[src/common/dac_link_regs.svh]
`ifndef DAC_LINK_REGS_SVH
`define DAC_LINK_REGS_SVH

// -----------------------------------------------------------------
// command word layout
// -----------------------------------------------------------------
`define WORD_BITS         24
`define COMMAND_CODE_MSB  21
`define COMMAND_CODE_LSB  19
`define CHANNEL_ADDR_MSB  18
`define CHANNEL_ADDR_LSB  16
`define POWER_MODE_HI     5
`define POWER_MODE_LO     4

// -----------------------------------------------------------------
// command codes and channel addresses
// -----------------------------------------------------------------
`define CMD_WRITE_IN      3'h0
`define CMD_UPDATE_N      3'h1
`define CMD_WRITE_UPD_ALL 3'h2
`define CMD_WRITE_UPD_N   3'h3
`define CMD_POWER         3'h4
`define CMD_RESET         3'h5
`define CMD_LOAD_MODE     3'h6
`define ADDR_CH_A         3'h0
`define ADDR_CH_B         3'h1
`define ADDR_ALL          3'h7

// -----------------------------------------------------------------
// reset values
// -----------------------------------------------------------------
`define LOAD_MODE_RESET   2'h0

// -----------------------------------------------------------------
// host register map and serial timing
// -----------------------------------------------------------------
`define HOST_REG_WORD     8'h00
`define HOST_REG_STROBE   8'h04
`define HOST_REG_STATUS   8'h08
`define SYS_CLK_NS        100
`define SER_HALF_NS       400
`define SER_HALF_CYCLES   ((`SER_HALF_NS + `SYS_CLK_NS - 1) / `SYS_CLK_NS)

`endif

[src/common/dac_link_pkg.sv]
package dac_link_pkg;
   typedef logic [1:0][15:0] code_pair_t;
   typedef enum logic [1:0] {
      PWR_NORMAL,
      PWR_1K_GND,
      PWR_100K_GND,
      PWR_TRISTATE
   } power_mode_t;
   typedef power_mode_t [1:0] power_pair_t;
   typedef enum logic [2:0] {
      H_IDLE,
      H_LEAD,
      H_RISE,
      H_FALL,
      H_GAP
   } host_state_t;
endpackage : dac_link_pkg

[src/common/dac_link_if.sv]
`timescale 1ns/1ps
`default_nettype none
interface dac_link_if;
   logic frame_sync_n;
   logic ser_clk;
   logic ser_data;
   logic load_strobe_n;
   modport device (input frame_sync_n, ser_clk, ser_data, load_strobe_n);
   modport host   (output frame_sync_n, ser_clk, ser_data, load_strobe_n);
endinterface : dac_link_if
`default_nettype wire

[src/verilog/dac_device.sv]
// Function
// - input and output register per channel
// - strobe high keeps output registers latched
// - strobe low copies input into output
// - update output only if input rewritten
// - host writes one, strobes during other
// - strobe low: update after 24th edge
// - strobe high: update only on fall
// - mode bit one forces synchronous update
// - command 110 loads per-channel load mode
// - load mode bits reset to zero
// - setup word ignores don't-care bits
// - power word sets selected channels' mode
// - host sends most significant bit first
// - frame sync stays low whole word
// - data valid at falling clock edge
// - word: pad, command, address, data
// - power mode field four encodings
// - reset with bit0 clears modes too
// - early frame sync rise discards word
//
// Local design decisions: the register offsets and the strobed register port.
`include "dac_link_regs.svh"
`timescale 1ns/1ps
`default_nettype none
module dac_device (
   input  wire logic               sys_clk,
   input  wire logic               rst,
   dac_link_if.device              link,
   output logic                    word_done,
   output dac_link_pkg::code_pair_t in_code,
   output dac_link_pkg::code_pair_t out_code,
   output dac_link_pkg::power_pair_t power_mode,
   output logic [1:0]              load_mode
);
   import dac_link_pkg::*;

   // -----------------------------------------------------------------
   // state
   // -----------------------------------------------------------------
   typedef struct packed {
      logic [1:0]  sync_s;    // frame sync synchroniser
      logic [1:0]  clk_s;     // serial clock synchroniser
      logic [1:0]  data_s;    // serial data synchroniser
      logic [1:0]  strb_s;    // load strobe synchroniser
      logic        clk_prev;
      logic        strb_prev;
      logic [23:0] shift;
      logic [4:0]  count;
      logic        done;
      code_pair_t  in_reg;
      code_pair_t  out_reg;
      logic [1:0]  dirty;
      power_pair_t pwr;
      logic [1:0]  mode;
   } dev_state_t;

   dev_state_t q_reg;
   dev_state_t q_next;

   logic        clk_fall;
   logic        strobe_fall;
   logic        done_now;
   logic [23:0] word;
   logic [2:0]  cmd;
   logic [2:0]  addr;
   logic [15:0] data;
   logic [1:0]  hit;
   logic [1:0]  load;
   logic        is_write;

   // -----------------------------------------------------------------
   // next-state logic
   // -----------------------------------------------------------------
   always_comb begin
      q_next = q_reg;
      // two-flop synchronisers; only the second stage is read
      q_next.sync_s = {q_reg.sync_s[0], link.frame_sync_n};
      q_next.clk_s  = {q_reg.clk_s[0], link.ser_clk};
      q_next.data_s = {q_reg.data_s[0], link.ser_data};
      q_next.strb_s = {q_reg.strb_s[0], link.load_strobe_n};
      q_next.clk_prev  = q_reg.clk_s[1];
      q_next.strb_prev = q_reg.strb_s[1];
      q_next.done = 1'b0;

      clk_fall    = q_reg.clk_prev & ~q_reg.clk_s[1];
      strobe_fall = q_reg.strb_prev & ~q_reg.strb_s[1];
      done_now    = 1'b0;
      word        = {q_reg.shift[22:0], q_reg.data_s[1]};

      // shift in on falling edges while framed
      if (q_reg.sync_s[1]) begin
         q_next.count = 5'h0;
      end else if (clk_fall && q_reg.count < 5'(`WORD_BITS)) begin
         q_next.shift = word;
         q_next.count = q_reg.count + 5'h1;
         if (q_reg.count == 5'(`WORD_BITS - 1)) begin
            done_now = 1'b1;
         end
      end
      q_next.done = done_now;

      // field decode; bits 23:22 are never looked at
      cmd  = word[`COMMAND_CODE_MSB:`COMMAND_CODE_LSB];
      addr = word[`CHANNEL_ADDR_MSB:`CHANNEL_ADDR_LSB];
      data = word[15:0];
      is_write = (cmd == `CMD_WRITE_IN) || (cmd == `CMD_WRITE_UPD_ALL)
                 || (cmd == `CMD_WRITE_UPD_N);
      hit[0] = (addr == `ADDR_CH_A) || (addr == `ADDR_ALL);
      hit[1] = (addr == `ADDR_CH_B) || (addr == `ADDR_ALL);

      // per-channel write, load and power handling
      for (int i = 0; i < 2; i++) begin
         if (done_now && is_write && hit[i]) begin
            q_next.in_reg[i] = data;
            q_next.dirty[i]  = 1'b1;
         end
         // every load source merges into one update per cycle
         load[i] = (strobe_fall & ~q_reg.mode[i])
                 | (done_now & is_write & hit[i]
                    & (q_reg.mode[i] | ~q_reg.strb_s[1]))
                 | (done_now & hit[i]
                    & ((cmd == `CMD_UPDATE_N)
                       | (cmd == `CMD_WRITE_UPD_N)))
                 | (done_now & (cmd == `CMD_WRITE_UPD_ALL));
         // output register changes only on load of fresh data or on software reset
         if (load[i] && q_next.dirty[i]) begin
            q_next.out_reg[i] = q_next.in_reg[i];
            q_next.dirty[i]   = 1'b0;
         end // otherwise held latched
         if (done_now && cmd == `CMD_POWER && word[i]) begin
            // address and don't-care bits ignored
            q_next.pwr[i] = power_mode_t'(
               word[`POWER_MODE_HI:`POWER_MODE_LO]);
         end
      end

      // load mode setup reads only bits 1:0
      if (done_now && cmd == `CMD_LOAD_MODE) begin
         q_next.mode = word[1:0];
      end

      // software reset wins over everything else in its cycle
      if (done_now && cmd == `CMD_RESET) begin
         q_next.in_reg  = '0;
         q_next.out_reg = '0;
         q_next.dirty   = 2'h0;
         if (word[0]) begin
            q_next.mode = `LOAD_MODE_RESET;
            q_next.pwr  = {PWR_NORMAL, PWR_NORMAL};
         end
      end
   end

   // -----------------------------------------------------------------
   // state register
   // -----------------------------------------------------------------
   always_ff @(posedge sys_clk or posedge rst) begin
      if (rst) begin
         q_reg           <= '0;
         q_reg.sync_s    <= 2'h3;
         q_reg.strb_s    <= 2'h3;
         q_reg.strb_prev <= 1'b1;
         q_reg.mode      <= `LOAD_MODE_RESET;
      end else begin
         q_reg <= q_next;
      end
   end

   // -----------------------------------------------------------------
   // outputs, all from flops
   // -----------------------------------------------------------------
   assign word_done  = q_reg.done;
   assign in_code    = q_reg.in_reg;
   assign out_code   = q_reg.out_reg;
   assign power_mode = q_reg.pwr;
   assign load_mode  = q_reg.mode;

endmodule : dac_device
`default_nettype wire

[src/flat_wrapper.sv]
// flat-port wrapper written by rule: the top's interface ports become plain ports
module dac_device_flat import dac_link_pkg::*;
  (sys_clk, rst, word_done, in_code, out_code, power_mode, load_mode, link_frame_sync_n, link_ser_clk, link_ser_data, link_load_strobe_n);
  dac_link_if link_i ();
  input  wire logic sys_clk;
  input  wire logic rst;
  output logic word_done;
  output dac_link_pkg::code_pair_t in_code;
  output dac_link_pkg::code_pair_t out_code;
  output dac_link_pkg::power_pair_t power_mode;
  output logic [1:0] load_mode;
  input wire logic [$bits(link_i.frame_sync_n)-1:0] link_frame_sync_n;
  input wire logic [$bits(link_i.ser_clk)-1:0] link_ser_clk;
  input wire logic [$bits(link_i.ser_data)-1:0] link_ser_data;
  input wire logic [$bits(link_i.load_strobe_n)-1:0] link_load_strobe_n;
  assign link_i.frame_sync_n = link_frame_sync_n;
  assign link_i.ser_clk = link_ser_clk;
  assign link_i.ser_data = link_ser_data;
  assign link_i.load_strobe_n = link_load_strobe_n;
  dac_device u_core (.sys_clk(sys_clk), .rst(rst), .link(link_i), .word_done(word_done), .in_code(in_code), .out_code(out_code), .power_mode(power_mode), .load_mode(load_mode));
endmodule
[config.mk]
export PLATFORM = sky130hd
export DESIGN_NAME = dac_device_flat
export DESIGN_NICKNAME = d
export VERILOG_FILES = /design/src/common/dac_link_pkg.sv /design/src/common/dac_link_if.sv /design/src/verilog/dac_device.sv /design/src/flat_wrapper.sv
export VERILOG_INCLUDE_DIRS = /design/src /design/src/common
export SDC_FILE = /design/constraint.sdc
export NUM_CORES = 1
export LEC_CHECK = 0
export BUFFER_PORTS_ARGS = -buffer_cell sky130_fd_sc_hd__buf_2
export CAP_MARGIN = 5
export CORE_MARGIN = 2
export CORE_UTILIZATION = 51
export DETAILED_ROUTE_END_ITERATION = 7
export PLACE_DENSITY = 0.81
export SYNTH_ARGS = -nofsm -noshare
export SYNTH_HDL_FRONTEND = slang
export SYNTH_SLANG_ARGS = --single-unit
export TNS_END_PERCENT = 5
[constraint.sdc]
create_clock -name sys_clk -period 3.5 [get_ports sys_clk]
set_input_delay 0.175 -clock sys_clk [delete_from_list [all_inputs] [get_ports sys_clk]]
set_output_delay 0.175 -clock sys_clk [all_outputs]
set_load 0.02 [all_outputs]
-- Word-level counts from Yosys, hierarchy flattened
Index checks and enable logic that the tools add are counted.
- register bits after elaboration: 109
- bits in latches: 0
- bits in writable memories: 0
- ROM bits: 0
- input port bits: 6
- output and inout bits: 71
- word-level logic and storage cells: 95
- memories kept: 0
- add/sub/neg operators: 1
- multiply operators: 0
- divide/modulo/power cells: 0
- $lt $le $gt $ge: 1
- equal/unequal tests: 9
- shift-type cells: 0
- multiplexer cells: 18
- bitwise operators: 28
- reductions and logical operators: 21
- operator list (cell ; count):
    two-way mux 72 bit ; 1
    two-way mux 16 bit ; 4
    bitwise AND 1 bit ; 14
    == test 3 bit (second input constant) ; 4
    logical AND 1 bit ; 11
    two-way mux 5 bit ; 2
    OR 1 bit ; 9
    two-way mux 1 bit ; 7
    == test 3 x 1 -> 1 bit (second input constant) ; 2
    == test 3 x 2 -> 1 bit (second input constant) ; 2
    logical NOT 3 bit ; 2
    two-way mux 2 bit ; 3
    two-way mux 6 bit ; 1
    nonzero test 2 bit ; 3
    adder 5 x 1 -> 5 bit (second input constant) ; 1
    == test 5 bit (second input constant) ; 1
    less-than comparator 5 bit (second input constant) ; 1
    inverter 1 bit ; 5
    logical OR 1 bit ; 4
    AND reduction 2 bit ; 1

-- Logic depth before layout (Yosys ltp)
Gate-level depths: netlist of run 1.
- depth in word-level cells: 14
- gate-level depth with buffers: 9
- mapped depth without buffers: 6

-- Worst setup path after synthesis of run 1
Ideal clock, no wire load.
- kind: reg2reg
- start: register u_core.q_reg, in the netlist u_core.cmd[2]
- end: register u_core.q_reg, in the netlist u_core.out_code[0]
- arrival time: 2310 ps
- data required time: 3377 ps
- setup slack: 1067 ps
- cell stages (with the launch flop): 8
- clock period less this slack: 2433 ps
- cell sequence: dfrtp_1 > or4b_4 > or2_4 > or3_1 > a311o_1 > buf_6 > buf_12 > mux2i_1
- word-level cells in the longest chain between the ends: 11
- elaborated cells between the ends (all ways): 25
- those cells by class: eq/ne (4); mux (4); bitwise (9); reduce/logical (8)
- RTL lines (item ; RTL line ; source):
    from (decl) ; dac_device.sv:58 ; dev_state_t q_reg;
    from (signal assigned) ; dac_device.sv:166 ; q_reg <= q_next;
    == test 3 x 2 -> 1 bit (no source line) / logical NOT 3 bit (equally long branches) ; - ;
    logical OR 1 bit (2 in a row) ; dac_device.sv:107 ; is_write = (cmd == `CMD_WRITE_IN) || (cmd == `CMD_WRITE_UPD_ALL)
    bitwise AND 1 bit (2 in a row) ; dac_device.sv:120 ; | (done_now & is_write & hit[i]
    bitwise AND 1 bit ; dac_device.sv:121 ; & (q_reg.mode[i] | ~q_reg.strb_s[1]))
    OR 1 bit ; dac_device.sv:120 ;
    OR 1 bit (2 in a row) ; dac_device.sv:119 ; load[i] = (strobe_fall & ~q_reg.mode[i])
    logical AND 1 bit ; dac_device.sv:127 ; if (load[i] && q_next.dirty[i]) begin
    nonzero test 2 bit (no source line) ; - ;
Parallel ways exist; a longest one is shown, timed or not. The select of a mux whose other input is x is not followed.
A chain may end at the register's enable or synchronous reset.

-- Final worst setup path of run 1
- start: register u_core.q_reg, in the netlist u_core.cmd[2]
- end: register u_core.q_reg, in the netlist u_core.out_code[14]
Same word-level chain as after synthesis.

==> summary.txt, run 1 <==
Run status
  • Status: finished, final reports clean

Synthesis
  • Register area share after synthesis: 51.8%
  • Cell Area, Synth: 5280 sq um
  • Largest family of logic cells by synthesized area: buffers and inverters
  • Compound-gate portion of the synthesized area: 7.19%
  • Synth top area share: 49.3%
  • Simple-gate share of the synthesized area: 10.6%
  • Post-Syn Nets: 492
  • Yosys cell types: 44
  • EDFF count, synth: 0
  • Share of synthesized area spent on multiplexers: 13.9%
  • Most used DFF post-synth: dfrtp_1
  • Xor/xnor cell area share of the yosys netlist: 0.664%
  • Top cells by area, synth: dfrtp_1 49%, buf_4 10%, mux2_2 7.7%
  • Syn_area_per_cell: 10.9 sq um
  • Fraction of registers with async set/reset: 100%
  • Yosys reg bits: 109
  • Post-Synth Adder-Cell Area: 0.237%
  • Mapped Cells: 485
  • Largest area contributor in the netlist: dfrtp_1
  • YS warnings: 0

Critical path
  • Worst Path Arrival: 3.04 ns
  • Critical-path cell with the highest stage delay: a311o_1
  • Kind of critical path: reg -> reg
  • Crit-path cells: or4b_4, a2111o_1, nor2b_1, a311o_1, mux2i_1
  • Crit path capture type: flip-flop
  • Startpoint Class: flip-flop
  • Req. time, crit path: 3.69 ns
  • Crit Path Max Fanout: 16
  • Critical Path Max Stage Delay: 0.63 ns

Finish
  • Non-filler cells, final: 628
  • Fraction of layout cells with a size suffix above 1: 29.3%
  • Multi-input logic area: 1740 sq um
  • FF/Latch Area: 2730 sq um
  • Diodes inserted: 0
  • Synth-to-layout area growth: 2.94%
  • Commonest non-fill, non-tap cell in the layout: dfrtp_1
  • # fillers: 901
  • Most frequent cells in the layout: 104 x dfrtp_1, 76 x buf_2, 55 x nand2_1
  • Final nets: 494

Timing
  • Sum Neg Setup Slack: 0 ns
  • Final Skew: 0.0112 ns
  • RSZ-0062 raised after global routing: false
  • Peak Freq: 0.351 GHz
  • Final number of hold-violating endpoints: 0
  • Worst Tran Pin Value: 1.09 ns
  • Worst slew margin: 27.2%
  • Tmin final: 2.85 ns
  • Final period utilization: 81.3%
  • Final setup viols: 0
  • Final Max Slew Viols: 0

CTS
  • Clk_lat worst skew: 0.35 ns
  • Clk buf depth: 2
  • CTS tree: done
  • Clock transition at path regs: 0.10 ns
  • Number of setup buffers added after CTS: 0
  • CTS sink cnt: 109
  • H-tree Lvls: 3
  • Clock root buffer: clkbuf_8
  • Total CTS buffers: 9

Drt
  • DRC errors left: 0
  • Initial drt markers: 250
  • Length of the first detailed-routing pass in iterations: 4
  • Final wirelength: 9620 microns
  • DRT antenna net count: 0
  • Vias: 3225
  • Wire length per cell: 15.3 microns
  • Vias/cell: 5.14

Global route
  • First-pass GRT wire length: 16400 microns
  • Largest net degree at the start of global routing: 66
  • Grt total ovfl: 0
  • Vias in the first global route: 3209
  • Gr usage total: 18.2%
  • Initial antenna violation count: 0

Placed design
  • PortBufs: 76
  • Global placement routability congestion: 0.791
  • DP Cell Count: 607
  • Detail Placement HPWL: 6580 microns

Power
  • Leak pwr: 3.19 nW
  • Overall Power: 0.00218 W
  • PD cells: 401 nW/um^2
  • Worst vdd ir: 0.206 mV

Floorplan
  • Die H: 106 microns
  • # rows: 37
  • I/O Pins: 77
  • Die Width: 106 microns
  • Initial core utilization: 51.8%
  • Full die area: 11200 sq um
  • Core Region: 10200 sq um

Job
  • Max_cap viols: 0

Worst hold path
  • Hold WC Path Type: in -> async
## per-layer routing
layer,global-route usage [%],vias up,wire length [microns]
met5,0,-,0
met3,2.91,10,408
met2,27.4,84,4400
li1,-,1546,-
met4,4.70,0,110
met1,27.7,1585,4700
## report_power, final
part	leakage [nW]	switching (W)	total, W	internal (W)
Sequential	1.48	0.0000774	0.00139	0.00131
Clock	0.0792	0.000411	0.000693	0.000282
Combinational	1.63	0.0000473	0.000100	0.0000529
## cells in the mapped netlist, drive strengths merged (2+ instances only)
cell	count
nor2b	10
nand2	55
o2bb2ai	2
buf	76
clkbuf	17
a21boi	16
nor2	7
or3	2
a31oi	4
mux2	36
xnor2	2
and2	3
o21bai	2
dlygate4sd1	2
mux2i	33
dfstp	5
nand4	3
nor3	5
a21oi	3
nand3	4
and3	19
inv	38
dfrtp	104
xor2	2
o21ai	21
## worst paths after layout
kind                               startpoint             endpoint  slack [ns]  cells after the start
max in group asynchronous                 rst   u_core.q_next[102]        2.27                      4
hold reg to reg            u_core.q_next[107]       u_core.data[0]        0.36                      0
min in group sys_clk       u_core.q_next[107]       u_core.data[0]        0.36                      0
hold / removal                            rst  u_core.out_code[11]        0.35                      3
setup reg to reg                u_core.cmd[2]  u_core.out_code[14]        0.65                      5
setup / recovery                u_core.cmd[2]  u_core.out_code[14]        0.65                      5
## cell families (layout without fill, tap and decap cells)
logic type / after synthesis / count (layout)
and+or+nand+nor: 113 / 113
xor gates and xnor gates: 4 / 4
AOI/OAI and AO/OA: 56 / 56
muxes: 69 / 69
DFF: 109 / 109
buffers and inverters: 133 / 140
adders and majority gates: 1 / 1
## worst max-delay path: cells and delay by family, from the launching register on
family             cells  cell delay [ns]
AOI/OAI and AO/OA      2             1.18
and+or+nand+nor        2             0.81
DFF                    1             0.45
muxes                  1             0.23
## metrics by stage
step / hold WS (ns) / setup WS (ns) / util, % / area (sq um)
after detailed placement: 0.206 / 0.657 / 51.1 / 5200
final: 0.350 / 0.653 / 53.3 / 5430
after floorplan: 0.179 / 0.459 / - / 5280
after global routing: 0.365 / 0.516 / 53.3 / 5430
after CTS: 0.355 / 0.637 / 53.3 / 5430
after global placement: 0.194 / 0.743 / 51.1 / 5200
## repair_timing
item	in CTS	in global routing
gates resized for setup	0	0
hold endpoints to repair	35	0
hold buffers	5	0
## area by class of cell
class                           count  area share [%]
Clock inverter                      4           0.576
Inverter                           38            2.67
Sequential cell                   109            50.3
Multi-Input combinational cell    243            32.0
Timing Repair Buffer               86            8.62
Tap cell                          136            3.13
Clock buffer                       12            2.67
(Power assumes the default switching activity.)
==> run 2, diff against run 1 <==
PLACE_DENSITY = 0.84   (was 0.81)
clock period = 2.5 ns   (was 3.5 ns; I/O delays follow)
==> summary.txt, run 2 (synthesis gave the netlist of run 1 again) <==
Critical path
  • Top delay family on crit path: simple AND/OR/NAND/NOR gates
  • Crit Path Max Fanout: 16
  • Req. time, crit path: 2.77 ns
  • Worst path bufs/invs: 1
  • Startpoint Class: flip-flop
  • Crit path capture type: flip-flop
  • Critical R2R Capture: u_core.out_code[12]
  • Reg2Reg Depth: 6
  • Critical Path Max Stage Delay: 0.56 ns
  • Crit-path cells: or4b_4, or2_4, o311a_2, a311o_1, buf_12, mux2i_1
  • Worst R2R Start: u_core.cmd[2]
  • Worst Path Arrival: 2.70 ns
  • R2R Setup Slk: 0.08 ns
  • Critical-path cell with the highest stage delay: or4b_4
  • Kind of critical path: reg -> reg

Drt
  • M1 WL: 4670 microns
  • Max Used Layer: met4
  • DRT antenna net count: 0
  • Initial drt markers: 213
  • Met3 WL: 450 microns
  • Routed length on met2: 4690 microns
  • Length of the first detailed-routing pass in iterations: 4
  • Wire length per cell: 15.7 microns
  • Vias/cell: 5.15
  • Vias: 3277
  • Final wirelength: 10000 microns
  • DRC errors left: 0

Finish
  • Fraction of layout cells with a size suffix above 1: 30.8%
  • # fillers: 917
  • Most frequent cells in the layout: 104 x dfrtp_1, 76 x buf_2, 55 x nand2_1
  • Commonest non-fill, non-tap cell in the layout: dfrtp_1
  • Diodes inserted: 0
  • Fin util: 54.3%
  • Non-filler cells, final: 636
  • Synth-to-layout area growth: 4.79%
  • FF/Latch Area: 2730 sq um
  • Multi-input logic area: 1740 sq um
  • Final nets: 504
  • Final instance area: 5530 sq um

Placed design
  • PortBufs: 76
  • Post-place instance area: 5290 sq um
  • Global placement routability congestion: 0.856
  • DP Cell Count: 615
  • Detail Placement HPWL: 6980 microns

Timing
  • Final period utilization: 97.0%
  • Final setup viols: 0
  • Peak Freq: 0.413 GHz
  • Sum Neg Setup Slack: 0 ns
  • Fin Hold WS: 0.354 ns
  • Final number of hold-violating endpoints: 0
  • RSZ-0062 raised after global routing: false
  • Final Max Slew Viols: 0
  • Tmin final: 2.42 ns
  • Worst Tran Pin Value: 0.796 ns
  • Worst slew margin: 46.8%
  • Final Skew: 0.0144 ns

CTS
  • Clock root buffer: clkbuf_8
  • CTS sink cnt: 109
  • H-tree Lvls: 3
  • Total CTS buffers: 9
  • Clk buf depth: 2
  • CTS tree: done
  • Clock transition at path regs: 0.10 ns
  • Clk_lat worst skew: 0.36 ns

Job
  • Max_cap viols: 0

Global route
  • Largest net degree at the start of global routing: 66
  • Grt total ovfl: 0
  • First-pass GRT wire length: 16700 microns
  • Gr usage total: 18.6%
  • Initial antenna violation count: 0
  • Vias in the first global route: 3366

Floorplan
  • Core Region: 10200 sq um
  • Full die area: 11200 sq um
  • Initial core utilization: 51.8%
  • I/O Pins: 77
  • Die H: 106 microns
  • Die Width: 106 microns
  • # rows: 37

Worst hold path
  • Hold WC Path Type: reg -> reg
  • Hold path depth: 0
  • Hold EP: u_core.q_next[102]
  • Worst hold start: u_core.q_next[105]

Power
  • PD cells: 548 nW/um^2
  • Worst vdd ir: 0.288 mV
  • Leak pwr: 3.24 nW

Run status
  • Status: finished, final reports clean
-- run 2: per-layer routing --
metal  up-vias  track usage [%]
met1      1624             25.8
met2        76             29.6
met3        12             3.46
met4         0             6.48
met5         -                0
li1       1565                -
-- run 2: worst max-delay path by stage --
stage,start,end,depth (start not counted)
finish,u_core.cmd[2],u_core.out_code[12],6
global route,u_core.cmd[2],u_core.out_code[14],6
CTS,u_core.q_reg[73],u_core.out_code[28],6
detailed placement,u_core.q_reg[73],u_core.out_code[28],6
global placement,u_core.cmd[2],u_core.out_code[11],6
floorplan,u_core.cmd[2],u_core.out_code[0],7
-- run 2: timing repair --
action | in CTS | in global routing
hold endpoints to repair | 37 | 0
setup buffers | 0 | 2
resized for setup | 0 | 2
endpoints found under the setup margin | 0 | 20
hold buffers | 5 | 0
-- run 2: cell type report --
cell class	instances	area share, %
tap	136	3.08
timing repair buffer	96	10.3
clock inverter	3	0.430
clock buffer	11	2.56
inverter	38	2.65
sequential	109	49.4
multi-input combinational	243	31.5
-- run 2: through the flow --
stage / power (W) / worst slack (ns)
floorplan: 0.00203 / 0.0673
global route: 0.00315 / 0.0239
CTS: 0.00305 / 0.0486
detailed placement: 0.00211 / 0.0536
global placement: 0.00211 / 0.150
finish: 0.00303 / 0.0758
-- run 2: where the power goes --
| group | switching, W | leakage [nW] | internal, W |
|---|---|---|---|
| Combinational | 0.0000687 | 1.68 | 0.0000778 |
| Sequential | 0.000105 | 1.48 | 0.00183 |
| Clock | 0.000564 | 0.0775 | 0.000382 |
| Total | 0.000738 | 3.24 | 0.00229 |
-- run 2: worst reg2reg max path, stage by stage (launching register included) --
cell,delay (ns)
dfrtp_1,0.39
or4b_4,0.56
or2_4,0.27
o311a_2,0.40
a311o_1,0.36
buf_12,0.18
mux2i_1,0.18
